### src/usb_fifo_port_defs.vh
// Constants for the USB byte FIFO parallel port
`ifndef USB_FIFO_PORT_DEFS_VH
`define USB_FIFO_PORT_DEFS_VH

// Register byte offsets
`define REG_CTRL 8'h00
`define REG_STATUS 8'h04
`define REG_RX_PUSH 8'h08
`define REG_TX_POP 8'h0C
`define REG_PRODUCT 8'h10

// Control register fields
`define CTRL_CONFIGURED 0
`define CTRL_SUSPENDED 1
`define CTRL_WAKE_EN 2
`define CTRL_BUS_RESET 3

// Status and transmit pop register fields
`define ST_SEND_NOW 0
`define ST_RESUME_REQ 1
`define ST_CLK48_SEL 2
`define ST_ALT_PID 3
`define ST_TEST_MODE 4
`define ST_TX_COUNT_LSB 8
`define ST_RX_COUNT_LSB 24
`define TX_POP_VALID 8

// Store depths
`define RX_DEPTH 8'h80
`define TX_DEPTH 9'h180
`define TX_LAST 9'h17F

// Reset values
`define CTRL_RESET 3'h0

// Product identifiers, values arbitrary
`define PID_DEFAULT 16'h0A10
`define PID_ALT 16'h0A11

// Timing
`define CLK_MHZ 250
`define RST_DELAY_MS 5
`define OSC_HALF_CYCLES 5'h15

// AXI responses
`define RESP_OKAY 2'h0
`define RESP_DECERR 2'h3

`endif

### src/usb_fifo_port.v
// Byte FIFO handshake port with AXI4-Lite access for the USB engine side
// Function
// Eight-bit two-way data bus, bit 0 least significant, shared both ways.
// While read strobe is low, drive the receive head byte on the bus.
// Read strobe rising edge advances the receive store to the next byte.
// Write strobe falling edge captures the bus byte into transmit store.
// Transmit-space flag low only when a byte may be accepted.
// Receive-available flag low whenever unread data is buffered; the code holds it high through each read strobe.
// Send-now pulse while awake flags sending all transmit bytes at next IN.
// Wake pulse while suspended with wakeup enabled raises a resume request.
// Power-enable low once configured, high again during suspend.
// Delayed reset output floats about 5 ms after start, then drives high.
// External reset resets the block and drives delayed reset output low.
// USB bus reset leaves the delayed reset output untouched.
// Select strap low means 48 MHz mode, unpulled means 6 MHz mode.
// Clock strap low reports the alternate product identifier.
// Oscillator output stops toggling while suspended.
// Factory test input must be held low in normal operation.
// Receive store holds 128 bytes, drained by read strobes.
// Transmit store holds 384 bytes, filled by write strobes.
// Strobes pass two-stage synchronisers so each pulse acts once.
// Data bus released whenever the read strobe is high.
`timescale 1ns/1ns
`default_nettype none
`include "usb_fifo_port_defs.vh"

module usb_fifo_port #(
    parameter integer RST_DELAY_CYCLES = `RST_DELAY_MS * 1000 * `CLK_MHZ
) (
    // Clock and reset
    input wire ref_clk,
    input wire reset_n,
    // FIFO handshake pins
    input wire [7:0] fifoDataIn,
    output reg [7:0] fifoDataOut,
    output reg fifoDataOe,
    input wire rdStrobeN,
    input wire wrStrobe,
    output reg txSpaceN,
    output reg rxAvailN,
    input wire sendNowWakeN,
    // Power, reset and clock pins
    output reg powerEnableN,
    output reg delayedRstOutN,
    output reg delayedRstOutOe,
    output reg oscOut,
    input wire testMode,
    // Strap sense on the configuration memory pins
    input wire promSelectIn,
    input wire promClockIn,
    // AXI4-Lite slave
    input wire [7:0] awaddr,
    input wire awvalid,
    output reg awready,
    input wire [31:0] wdata,
    input wire [3:0] wstrb,
    input wire wvalid,
    output reg wready,
    output reg [1:0] bresp,
    output reg bvalid,
    input wire bready,
    input wire [7:0] araddr,
    input wire arvalid,
    output reg arready,
    output reg [31:0] rdata,
    output reg [1:0] rresp,
    output reg rvalid,
    input wire rready
);

    // Stores
    reg [7:0] rxMem [0:127];
    reg [7:0] txMem [0:383];
    reg [6:0] rxRdPtr_q, rxWrPtr_q;
    reg [7:0] rxCount_q;
    reg [8:0] txRdPtr_q, txWrPtr_q, txCount_q;

    // Synchronisers, stage 1 feeds only stage 2
    reg rdS1_q, rdS2_q, rdS3_q;
    reg wrS1_q, wrS2_q, wrS3_q;
    reg snS1_q, snS2_q, snS3_q;
    reg [7:0] dataS1_q, dataS2_q, dataS3_q;

    // Control and state
    reg [2:0] ctrl_q;
    reg sendNow_q, resumeReq_q;
    reg strapDone_q, clk48Sel_q, altPid_q;
    reg [20:0] rstCnt_q;
    reg [4:0] oscCnt_q;
    reg [7:0] awAddr_q;
    reg [31:0] wData_q;
    reg [3:0] wStrb_q;

    wire configured = ctrl_q[`CTRL_CONFIGURED];
    wire suspended = ctrl_q[`CTRL_SUSPENDED];
    wire wakeEn = ctrl_q[`CTRL_WAKE_EN];

    // Strobe edges on synchronised copies
    wire rdRise = rdS2_q & ~rdS3_q;
    wire wrFall = ~wrS2_q & wrS3_q;
    wire snFall = ~snS2_q & snS3_q;

    // Bus decode
    wire wrFire = ~awready & ~wready & ~bvalid;
    wire lane0 = wStrb_q[0];
    wire ctrlWr = wrFire & (awAddr_q == `REG_CTRL) & lane0;
    wire statusWr = wrFire & (awAddr_q == `REG_STATUS) & lane0;
    wire rxPushWr = wrFire & (awAddr_q == `REG_RX_PUSH) & lane0;
    wire busReset = ctrlWr & wData_q[`CTRL_BUS_RESET];
    wire arFire = arvalid & arready;
    wire wrMapped = (awAddr_q == `REG_CTRL) | (awAddr_q == `REG_STATUS) | (awAddr_q == `REG_RX_PUSH);
    wire rdMapped = (araddr == `REG_CTRL) | (araddr == `REG_STATUS) | (araddr == `REG_TX_POP)
        | (araddr == `REG_PRODUCT);

    // Store moves
    wire rxFull = (rxCount_q == `RX_DEPTH);
    wire rxEmpty = (rxCount_q == 8'h00);
    wire txFull = (txCount_q == `TX_DEPTH);
    wire txEmpty = (txCount_q == 9'h000);
    wire rxPush = rxPushWr & ~rxFull;
    wire rxPop = rdRise & ~rxEmpty;
    wire txPush = wrFall & ~txFull;
    wire txPop = arFire & (araddr == `REG_TX_POP) & ~txEmpty;

    reg [31:0] readMux;
    always @* begin
        readMux = 32'h0000_0000;
        case (araddr)
            `REG_CTRL: readMux = {29'h0000_0000, ctrl_q};
            `REG_STATUS: begin
                readMux[`ST_SEND_NOW] = sendNow_q;
                readMux[`ST_RESUME_REQ] = resumeReq_q;
                readMux[`ST_CLK48_SEL] = clk48Sel_q;
                readMux[`ST_ALT_PID] = altPid_q;
                readMux[`ST_TEST_MODE] = testMode;
                readMux[`ST_TX_COUNT_LSB +: 9] = txCount_q;
                readMux[`ST_RX_COUNT_LSB +: 8] = rxCount_q;
            end
            `REG_TX_POP: begin
                readMux[7:0] = txMem[txRdPtr_q];
                readMux[`TX_POP_VALID] = ~txEmpty;
            end
            `REG_PRODUCT: readMux[15:0] = altPid_q ? `PID_ALT : `PID_DEFAULT;
            default: readMux = 32'h0000_0000;
        endcase
    end

    // Synchronisers and data pipeline
    always @(posedge ref_clk or negedge reset_n) begin
        if (!reset_n) begin
            {rdS3_q, rdS2_q, rdS1_q} <= 3'h7;
            {wrS3_q, wrS2_q, wrS1_q} <= 3'h0;
            {snS3_q, snS2_q, snS1_q} <= 3'h7;
            {dataS3_q, dataS2_q, dataS1_q} <= 24'h00_0000;
        end else begin
            {rdS3_q, rdS2_q, rdS1_q} <= {rdS2_q, rdS1_q, rdStrobeN};
            {wrS3_q, wrS2_q, wrS1_q} <= {wrS2_q, wrS1_q, wrStrobe};
            {snS3_q, snS2_q, snS1_q} <= {snS2_q, snS1_q, sendNowWakeN};
            // Data aligned with the last high sample of the write strobe
            {dataS3_q, dataS2_q, dataS1_q} <= {dataS2_q, dataS1_q, fifoDataIn};
        end
    end

    // Store memories, no reset needed for contents
    always @(posedge ref_clk) begin
        if (rxPush)
            rxMem[rxWrPtr_q] <= wData_q[7:0];
        if (txPush)
            txMem[txWrPtr_q] <= dataS3_q;
    end

    // Pointers and counts; bus reset flushes both stores
    always @(posedge ref_clk or negedge reset_n) begin
        if (!reset_n) begin
            {rxRdPtr_q, rxWrPtr_q, rxCount_q} <= 22'h00_0000;
            {txRdPtr_q, txWrPtr_q, txCount_q} <= 27'h000_0000;
        end else if (busReset) begin
            {rxRdPtr_q, rxWrPtr_q, rxCount_q} <= 22'h00_0000;
            {txRdPtr_q, txWrPtr_q, txCount_q} <= 27'h000_0000;
        end else begin
            if (rxPush)
                rxWrPtr_q <= rxWrPtr_q + 7'h01;
            if (rxPop)
                rxRdPtr_q <= rxRdPtr_q + 7'h01;
            if (rxPush & ~rxPop)
                rxCount_q <= rxCount_q + 8'h01;
            else if (rxPop & ~rxPush)
                rxCount_q <= rxCount_q - 8'h01;
            if (txPush)
                txWrPtr_q <= (txWrPtr_q == `TX_LAST) ? 9'h000 : txWrPtr_q + 9'h001;
            if (txPop)
                txRdPtr_q <= (txRdPtr_q == `TX_LAST) ? 9'h000 : txRdPtr_q + 9'h001;
            if (txPush & ~txPop)
                txCount_q <= txCount_q + 9'h001;
            else if (txPop & ~txPush)
                txCount_q <= txCount_q - 9'h001;
        end
    end

    // Handshake pins; flags stay inactive through a strobe cycle
    always @(posedge ref_clk or negedge reset_n) begin
        if (!reset_n) begin
            fifoDataOut <= 8'h00;
            fifoDataOe <= 1'b0;
            txSpaceN <= 1'b1;
            rxAvailN <= 1'b1;
        end else begin
            fifoDataOut <= rxMem[rxRdPtr_q];
            fifoDataOe <= ~rdS2_q;
            txSpaceN <= txFull | wrS2_q | wrS3_q | busReset;
            rxAvailN <= rxEmpty | ~rdS2_q | ~rdS3_q | busReset;
        end
    end

    // Control, sticky flags, straps; for the sticky flags the set wins over a clear
    always @(posedge ref_clk or negedge reset_n) begin
        if (!reset_n) begin
            ctrl_q <= `CTRL_RESET;
            sendNow_q <= 1'b0;
            resumeReq_q <= 1'b0;
            strapDone_q <= 1'b0;
            clk48Sel_q <= 1'b0;
            altPid_q <= 1'b0;
            powerEnableN <= 1'b1;
        end else begin
            if (ctrlWr)
                ctrl_q <= wData_q[2:0];
            if (busReset)
                ctrl_q[`CTRL_CONFIGURED] <= 1'b0;
            if (snFall & ~suspended)
                sendNow_q <= 1'b1;
            else if (statusWr & wData_q[`ST_SEND_NOW])
                sendNow_q <= 1'b0;
            if (snFall & suspended & wakeEn)
                resumeReq_q <= 1'b1;
            else if (statusWr & wData_q[`ST_RESUME_REQ])
                resumeReq_q <= 1'b0;
            // Straps caught once, on the first edge after release
            if (!strapDone_q) begin
                strapDone_q <= 1'b1;
                clk48Sel_q <= ~promSelectIn;
                altPid_q <= ~promClockIn;
            end
            powerEnableN <= ~(configured & ~suspended);
        end
    end

    // Delayed reset output; only reset_n restarts it, never a bus reset
    always @(posedge ref_clk or negedge reset_n) begin
        if (!reset_n) begin
            rstCnt_q <= 21'h00_0000;
            delayedRstOutN <= 1'b0;
            delayedRstOutOe <= 1'b1;
        end else begin
            delayedRstOutN <= 1'b1;
            if (rstCnt_q < RST_DELAY_CYCLES[20:0]) begin
                rstCnt_q <= rstCnt_q + 21'h00_0001;
                delayedRstOutOe <= 1'b0;
            end else begin
                delayedRstOutOe <= 1'b1;
            end
        end
    end

    // Oscillator output, frozen while suspended
    always @(posedge ref_clk or negedge reset_n) begin
        if (!reset_n) begin
            oscCnt_q <= 5'h00;
            oscOut <= 1'b0;
        end else if (!suspended) begin
            if (oscCnt_q == `OSC_HALF_CYCLES) begin
                oscCnt_q <= 5'h00;
                oscOut <= ~oscOut;
            end else begin
                oscCnt_q <= oscCnt_q + 5'h01;
            end
        end
    end

    // AXI4-Lite write path
    always @(posedge ref_clk or negedge reset_n) begin
        if (!reset_n) begin
            awready <= 1'b1;
            wready <= 1'b1;
            bvalid <= 1'b0;
            bresp <= `RESP_OKAY;
            awAddr_q <= 8'h00;
            wData_q <= 32'h0000_0000;
            wStrb_q <= 4'h0;
        end else begin
            if (awvalid & awready) begin
                awready <= 1'b0;
                awAddr_q <= {awaddr[7:2], 2'b00};
            end
            if (wvalid & wready) begin
                wready <= 1'b0;
                wData_q <= wdata;
                wStrb_q <= wstrb;
            end
            if (wrFire) begin
                bvalid <= 1'b1;
                bresp <= wrMapped ? `RESP_OKAY : `RESP_DECERR;
            end
            if (bvalid & bready) begin
                bvalid <= 1'b0;
                awready <= 1'b1;
                wready <= 1'b1;
            end
        end
    end

    // AXI4-Lite read path; reading the transmit port pops a byte
    always @(posedge ref_clk or negedge reset_n) begin
        if (!reset_n) begin
            arready <= 1'b1;
            rvalid <= 1'b0;
            rdata <= 32'h0000_0000;
            rresp <= `RESP_OKAY;
        end else if (arFire) begin
            arready <= 1'b0;
            rvalid <= 1'b1;
            rdata <= readMux;
            rresp <= rdMapped ? `RESP_OKAY : `RESP_DECERR;
        end else if (rvalid & rready) begin
            rvalid <= 1'b0;
            arready <= 1'b1;
        end
    end

endmodule
`default_nettype wire

### config.mk
export PLATFORM = sky130hd
export DESIGN_NAME = usb_fifo_port
export DESIGN_NICKNAME = d
export VERILOG_FILES = /design/src/usb_fifo_port.v
export VERILOG_INCLUDE_DIRS = /design/src
export SDC_FILE = /design/constraint.sdc
export NUM_CORES = 2
export LEC_CHECK = 0
export ABC_AREA = 1
export BUFFER_PORTS_ARGS = -buffer_cell sky130_fd_sc_hd__buf_2
export CORE_ASPECT_RATIO = 1.75
export CORE_MARGIN = 2
export CORE_UTILIZATION = 46
export DETAILED_ROUTE_END_ITERATION = 8
export SYNTH_ARGS = -nofsm -noshare
export SYNTH_HDL_FRONTEND = slang
export SYNTH_SLANG_ARGS = --single-unit
### constraint.sdc
create_clock -name ref_clk -period 10.2 [get_ports ref_clk]
set_clock_uncertainty 0.05 [all_clocks]
set_input_delay 1.02 -clock ref_clk [delete_from_list [all_inputs] [get_ports ref_clk]]
set_output_delay 1.02 -clock ref_clk [all_outputs]
set_load 0.005 [all_outputs]
Word-level counts from Yosys, hierarchy flattened
Memories as Yosys holds them, arrays and structs flattened. A register that Yosys moved wholly into a read port is not among the register bits.
Cells that the tools add are included.
- add/subtract/negate cells: 10
- multipliers: 0
- divide/modulo/power cells: 0
- $lt $le $gt $ge: 1
- equality and inequality tests: 10
- shift operators: 0
- mux-type cells: 47
- bitwise operators: 63
- reductions and logical operators: 19
- operator list (cell ; count):
    $mux 9 ; 9
    $and 1x1->1 ; 32
    $mux 8 ; 4
    $mux 7 ; 4
    $add 9x1->9 const B ; 3
    $eq 9x9->1 const B ; 3
    $logic_not 8->1 ; 3
    $mux 1 ; 23
    $reduce_bool 2->1 ; 11
    $add 21x1->21 const B ; 1
    $lt 21x21->1 const B ; 1
    $not 1->1 ; 20
    $pmux 5 s4 ; 1
    $add 7x1->7 const B ; 2
    $pmux 7 s2 ; 1
    $or 1x1->1 ; 11
    $logic_not 9->1 ; 1
    $sub 9x1->9 const B ; 1
    $add 8x1->8 const B ; 1
    $eq 8x3->1 const B ; 1
    $eq 8x4->1 const B ; 1
    $eq 8x5->1 const B ; 1
    $eq 8x8->1 const B ; 1
    $sub 8x1->8 const B ; 1
    other kinds (11) ; 13
- flip-flop bits (word level): 171
- bits in latches: 0
- memory bits (writable): 4096
- memory bits (read-only): 0
- bits of input ports: 73
- output and inout port bits: 56
- word-level logic and storage cells: 196
- memories: 2
- memory list (memory ; words ; width ; read ports ; clocked after Yosys merged registers in ; wr ports ; RTL line ; text):
    txMem ; 384 ; 8 ; 1 ; 0 ; 1 ; usb_fifo_port.v:73 ; reg [7:0] txMem [0:383];
    rxMem ; 128 ; 8 ; 1 ; 1 ; 1 ; usb_fifo_port.v:72 ; reg [7:0] rxMem [0:127];

Depth between registers and ports, before layout
- word-level depth: 11
- mapped depth: 23
- depth with buffers taken out: 19

Least setup slack after synthesis
OpenSTA, ideal clock, no wires.
- path kind: reg2reg
- start: register dataS3_q[0]
- end: memory txMem[0][0] (data pin)
- setup time: 1.101 ns
- arrival time: 4.609 ns
- required time: 9.049 ns
- slack: 4.440 ns
- cell stages (with the launch flop): 1
- path buffers: 0
- cell sequence: dfrtp_1
- RTL lines (item ; RTL line ; text):
    start: declaration ; usb_fifo_port.v:82 ; reg [7:0] dataS1_q, dataS2_q, dataS3_q;
    start signal: assignment ; usb_fifo_port.v:160 ; {dataS3_q, dataS2_q, dataS1_q} <= {dataS2_q, dataS1_q, fifoDataIn};
    end: declaration ; usb_fifo_port.v:73 ;
Straight into the memory's write port.

Worst setup path in the final report
- start: register txRdPtr_q[2]
- end: register rdata[3]
- cells in the longest elaborated chain, start to end: 2
- RTL lines (item ; RTL line ; text):
    start: declaration ; usb_fifo_port.v:76 ; reg [8:0] txRdPtr_q, txWrPtr_q, txCount_q;
    start signal: assignment ; usb_fifo_port.v:192 ; txRdPtr_q <= (txRdPtr_q == `TX_LAST) ? 9'h000 : txRdPtr_q + 9'h001;
    $mem_v2 384x8 ; -- ;
    $pmux 5 s4 ; usb_fifo_port.v:128 ; case (araddr)
    end signal: assignment ; usb_fifo_port.v:322 ; rdata <= readMux;
    end: declaration ; usb_fifo_port.v:65 ; output reg [31:0] rdata,
No other way between the ends.
A chain may end at the register's enable or synchronous reset.

==> key figures <==
Status
  • Status: completed

Yosys
  • Sequential element share of the synthesized area: around three quarters
  • Ys async rst share: 4.14%
  • Yosys cell types: 57
  • Avg Synthesized Cell Area: roughly 12 µm²
  • Synth warnings: 0
  • Syn Std Cell Area: roughly 0.17 mm²
  • #FFs+latches synth: 4273
  • Top FF cell, synth: edfxtp_1
  • Cells after synthesis: about 14k
  • Post-synth EDFFs: slightly above 4k

Critical path
  • Reg-to-Reg Start: txRdPtr_q[2]$_DFFE_PN0P_
  • Worst reg-to-reg setup slack: ~4.9 ns
  • R2r worst-path depth: 17
  • Crit. End Element: register
  • Worst Path Arrival: 6.14 ns
  • RR Endpoint: rdata[3]$_DFFE_PN0N_
  • Crit-path max FO: 50
  • CP Launch Type: register
  • Kind of critical path: reg2reg
  • CP required: roughly 11 ns

Final layout
  • Fillers: approximately 32k
  • Nets: 14.0k
  • Commonest non-fill, non-tap cell in the layout: edfxtp_1
  • Most frequent cells in the layout: edfxtp_1, nor2_1, nand2_1
  • FF/Latch Area: between 0.1 and 0.15 mm²
  • Layout cells sized above 1: about 6.4%
  • Synth-to-Final Area Change: 9.43%
  • Footprint of the multi-input gates: ~0.039 mm²

Power and ir drop
  • Leakage power: approximately 63 nW
  • Maximum VDD drop: just over 200 µV
  • Cell area power density: about 210 mW/mm²

STA
  • Worst Slack Setup Final: around 4.9 ns
  • Final Hold Vio Count: 0
  • # setup viols final: 0
  • Slew headroom: between 10% and 20%
  • Max-slew violation count: 0
  • Final Cycle Share: between 50% and 60%
  • RSZ-0062 raised after global routing: no
  • Min Tclk post-route: about 5.3 ns
  • Final TNS setup: 0 ns
  • Least-Margin Pin Slew: roughly 1.3 ns
  • Fmax: ~0.19 GHz

Clocking
  • Clk pin slew, worst setup/hold paths: approximately 0.070 ns
  • H-tree depth reported by CTS: 5
  • Clk buf depth: 4
  • Postcts setup bufs: 0
  • Post-cts sizing count: 0
  • CTS tree: yes
  • # hold bufs at CTS: 0
  • Clock Latency Late Sink: roughly 0.95 ns
  • TritonCTS Buffers: 379
  • Root buf cell: clkbuf_16
  • Clock sink total: 4273

Place
  • Gp weighted congestion: 0.855
  • Post-DP HPWL: 276000 µm
  • Port buffer count: 92
  • Pre-CTS WS: between 4 and 5 ns

Die
  • Core box area: 0.374 mm²
  • Die Height: 815 µm
  • Die Span X: roughly 470 µm
  • Boundary Pins: 129
  • Die area: ~0.38 mm²
  • # rows: ~300
  • Initial Util: about 46%

Detailed routing
  • Routed length per placed instance: ~25 µm
  • Wl on met1: 172000 µm
  • Final WL: around 480000 µm
  • Drt pass-1 iters: 6
  • Antenna Nets Post-Route: 0
  • Top sig layer: met5
  • Metal3 WL: between 20000 and 30000 µm
  • Met2 WL: around 250000 µm
  • DRC viols: 0
  • Vias/cell: approximately 5.7
  • Routed vias: between 100k and 150k
  • Initial DRC count: about 10k

Global route
  • GRT Total Usage: between 20% and 30%
  • Vias in the first global route: 105k
  • Overflow after GRT: 0
  • Largest net degree at the start of global routing: 203
  • Antenna violations before repair: 7
  • First-pass GRT wire length: roughly 690000 µm

Job
  • Max_cap viols: 0

Hold path
  • Hold Path Class: in2async
[where the power goes]
group	switching (mW)	internal, mW	total, mW	leakage (nW)
clock	6.37	8.00	14.4	6.01
sequential	0.544	20.0	20.6	39.0
combinational	4.19	1.37	5.56	18.3
total	11.1	29.4	40.5	63.3
[synth_stat cells (3+ instances only)]
master,instances,area share [%]
nor2_2,3,0.011
a31oi_1,8,0.029
o21ai_0,1597,4.6
nor3_1,32,0.093
nor4_1,3,0.011
o22ai_1,381,1.4
buf_6,42,0.27
xnor2_1,13,0.066
clkinv_1,7,0.015
dfrtp_1,164,2.4
nor2_1,2730,5.9
nand2_1,1957,4.3
or2_2,17,0.062
clkbuf_1,524,1.1
dfstp_2,13,0.20
o221ai_1,128,0.65
o31ai_1,14,0.061
buf_1,51,0.11
inv_1,388,0.84
ha_1,24,0.17
edfxtp_1,4096,71
nand4_1,86,0.31
mux2_2,9,0.059
clkbuf_2,3,0.0087
nand3_1,932,2.7
a211oi_1,5,0.022
xor2_1,24,0.12
inv_2,7,0.015
nand3b_1,3,0.013
o21ai_1,109,0.32
o211ai_1,250,1.1
a21oi_1,222,0.64
buf_2,241,0.70
buf_4,91,0.40
[sequential cells by signal (all words and copies together) (netlist names), 9 cells and up]
| signal | cells |
|---|---|
| txMem | 3072 |
| rxMem | 1024 |
| rdata | 25 |
| rstCnt_q | 21 |
| txCount_q | 9 |
| txRdPtr_q | 9 |
| txWrPtr_q | 9 |
[critical path, stage by stage, from the launching register on]
cell and delay [ns]:
dfrtp_4 0.67, inv_6 0.43, nand2_4 0.48, inv_6 0.75, buf_4 0.63, buf_4 0.42
a21oi_1 0.12, nand2_1 0.15, nand3_1 0.22, nand3_1 0.22, nand3_1 0.08, nand2_1 0.09
nand2_1 0.06, nand2_1 0.40, nand2_1 0.11, nand2_1 0.08, nand2_1 0.04, nand2_1 0.05
[worst max path at each step]
stage	to	slack, ns	startpoint
4_1_cts	rdata[3]$_DFFE_PN0N_	4.95	txRdPtr_q[2]$_DFFE_PN0P_
3_3_place_gp	txCount_q[8]$_DFFE_PN0P_	4.56	araddr[7]
6_report	rdata[3]$_DFFE_PN0N_	4.88	txRdPtr_q[2]$_DFFE_PN0P_
5_1_grt	rdata[3]$_DFFE_PN0N_	4.81	txRdPtr_q[2]$_DFFE_PN0P_
3_5_place_dp	txCount_q[8]$_DFFE_PN0P_	4.56	araddr[7]
2_1_floorplan	txMem[0][0]$_DFFE_PP_	4.44	dataS3_q[0]$_DFF_PN0_
[per-layer routing]
| layer | vias up | GRT usage [%] |
|---|---|---|
| met4 | 2 | 14.0 |
| met3 | 960 | 2.67 |
| li1 | 50200 | - |
| met5 | - | 0 |
| met1 | 54000 | 28.2 |
| met2 | 3617 | 43.8 |
[cell type report]
type                            count  area share [%]
Clock buffer                      470            5.36
Clock inverter                    212            1.11
Inverter                          403           0.835
Tap cell                         4933            3.26
Timing Repair Buffer              271            1.18
Antenna cell                        5         0.00662
Multi-Input combinational cell   8579            20.8
Sequential cell                  4273            67.4
[stage by stage]
stage / util [%] / total power, mW / std cells / area, µm² / hold WS [ns]
5_1_grt: 50.6 / 41.8 / 19100 / 189000 / 0.109
2_1_floorplan: - / 24.2 / 14200 / 173000 / 0.281
3_3_place_gp: 47.3 / 26.4 / 18500 / 177000 / 0.282
6_report: 50.6 / 40.5 / 19100 / 189000 / 0.0515
4_1_cts: 50.6 / 40.7 / 19100 / 189000 / 0.0745
3_5_place_dp: 47.3 / 26.5 / 18500 / 177000 / 0.285
[kinds of logic after synthesis]
| kind of cell | share of synthesized area, % |
|---|---|
| adders and majority gates | 0.197 |
| xor gates and xnor gates | 0.188 |
| and+or+nand+nor | 13.4 |
| other | 0.00435 |
| buffers and inverters | 3.52 |
| DFF | 73.7 |
| AOI/OAI and AO/OA | 8.87 |
| muxes | 0.0644 |
No activity file was read; power rests on OpenSTA's default activity.
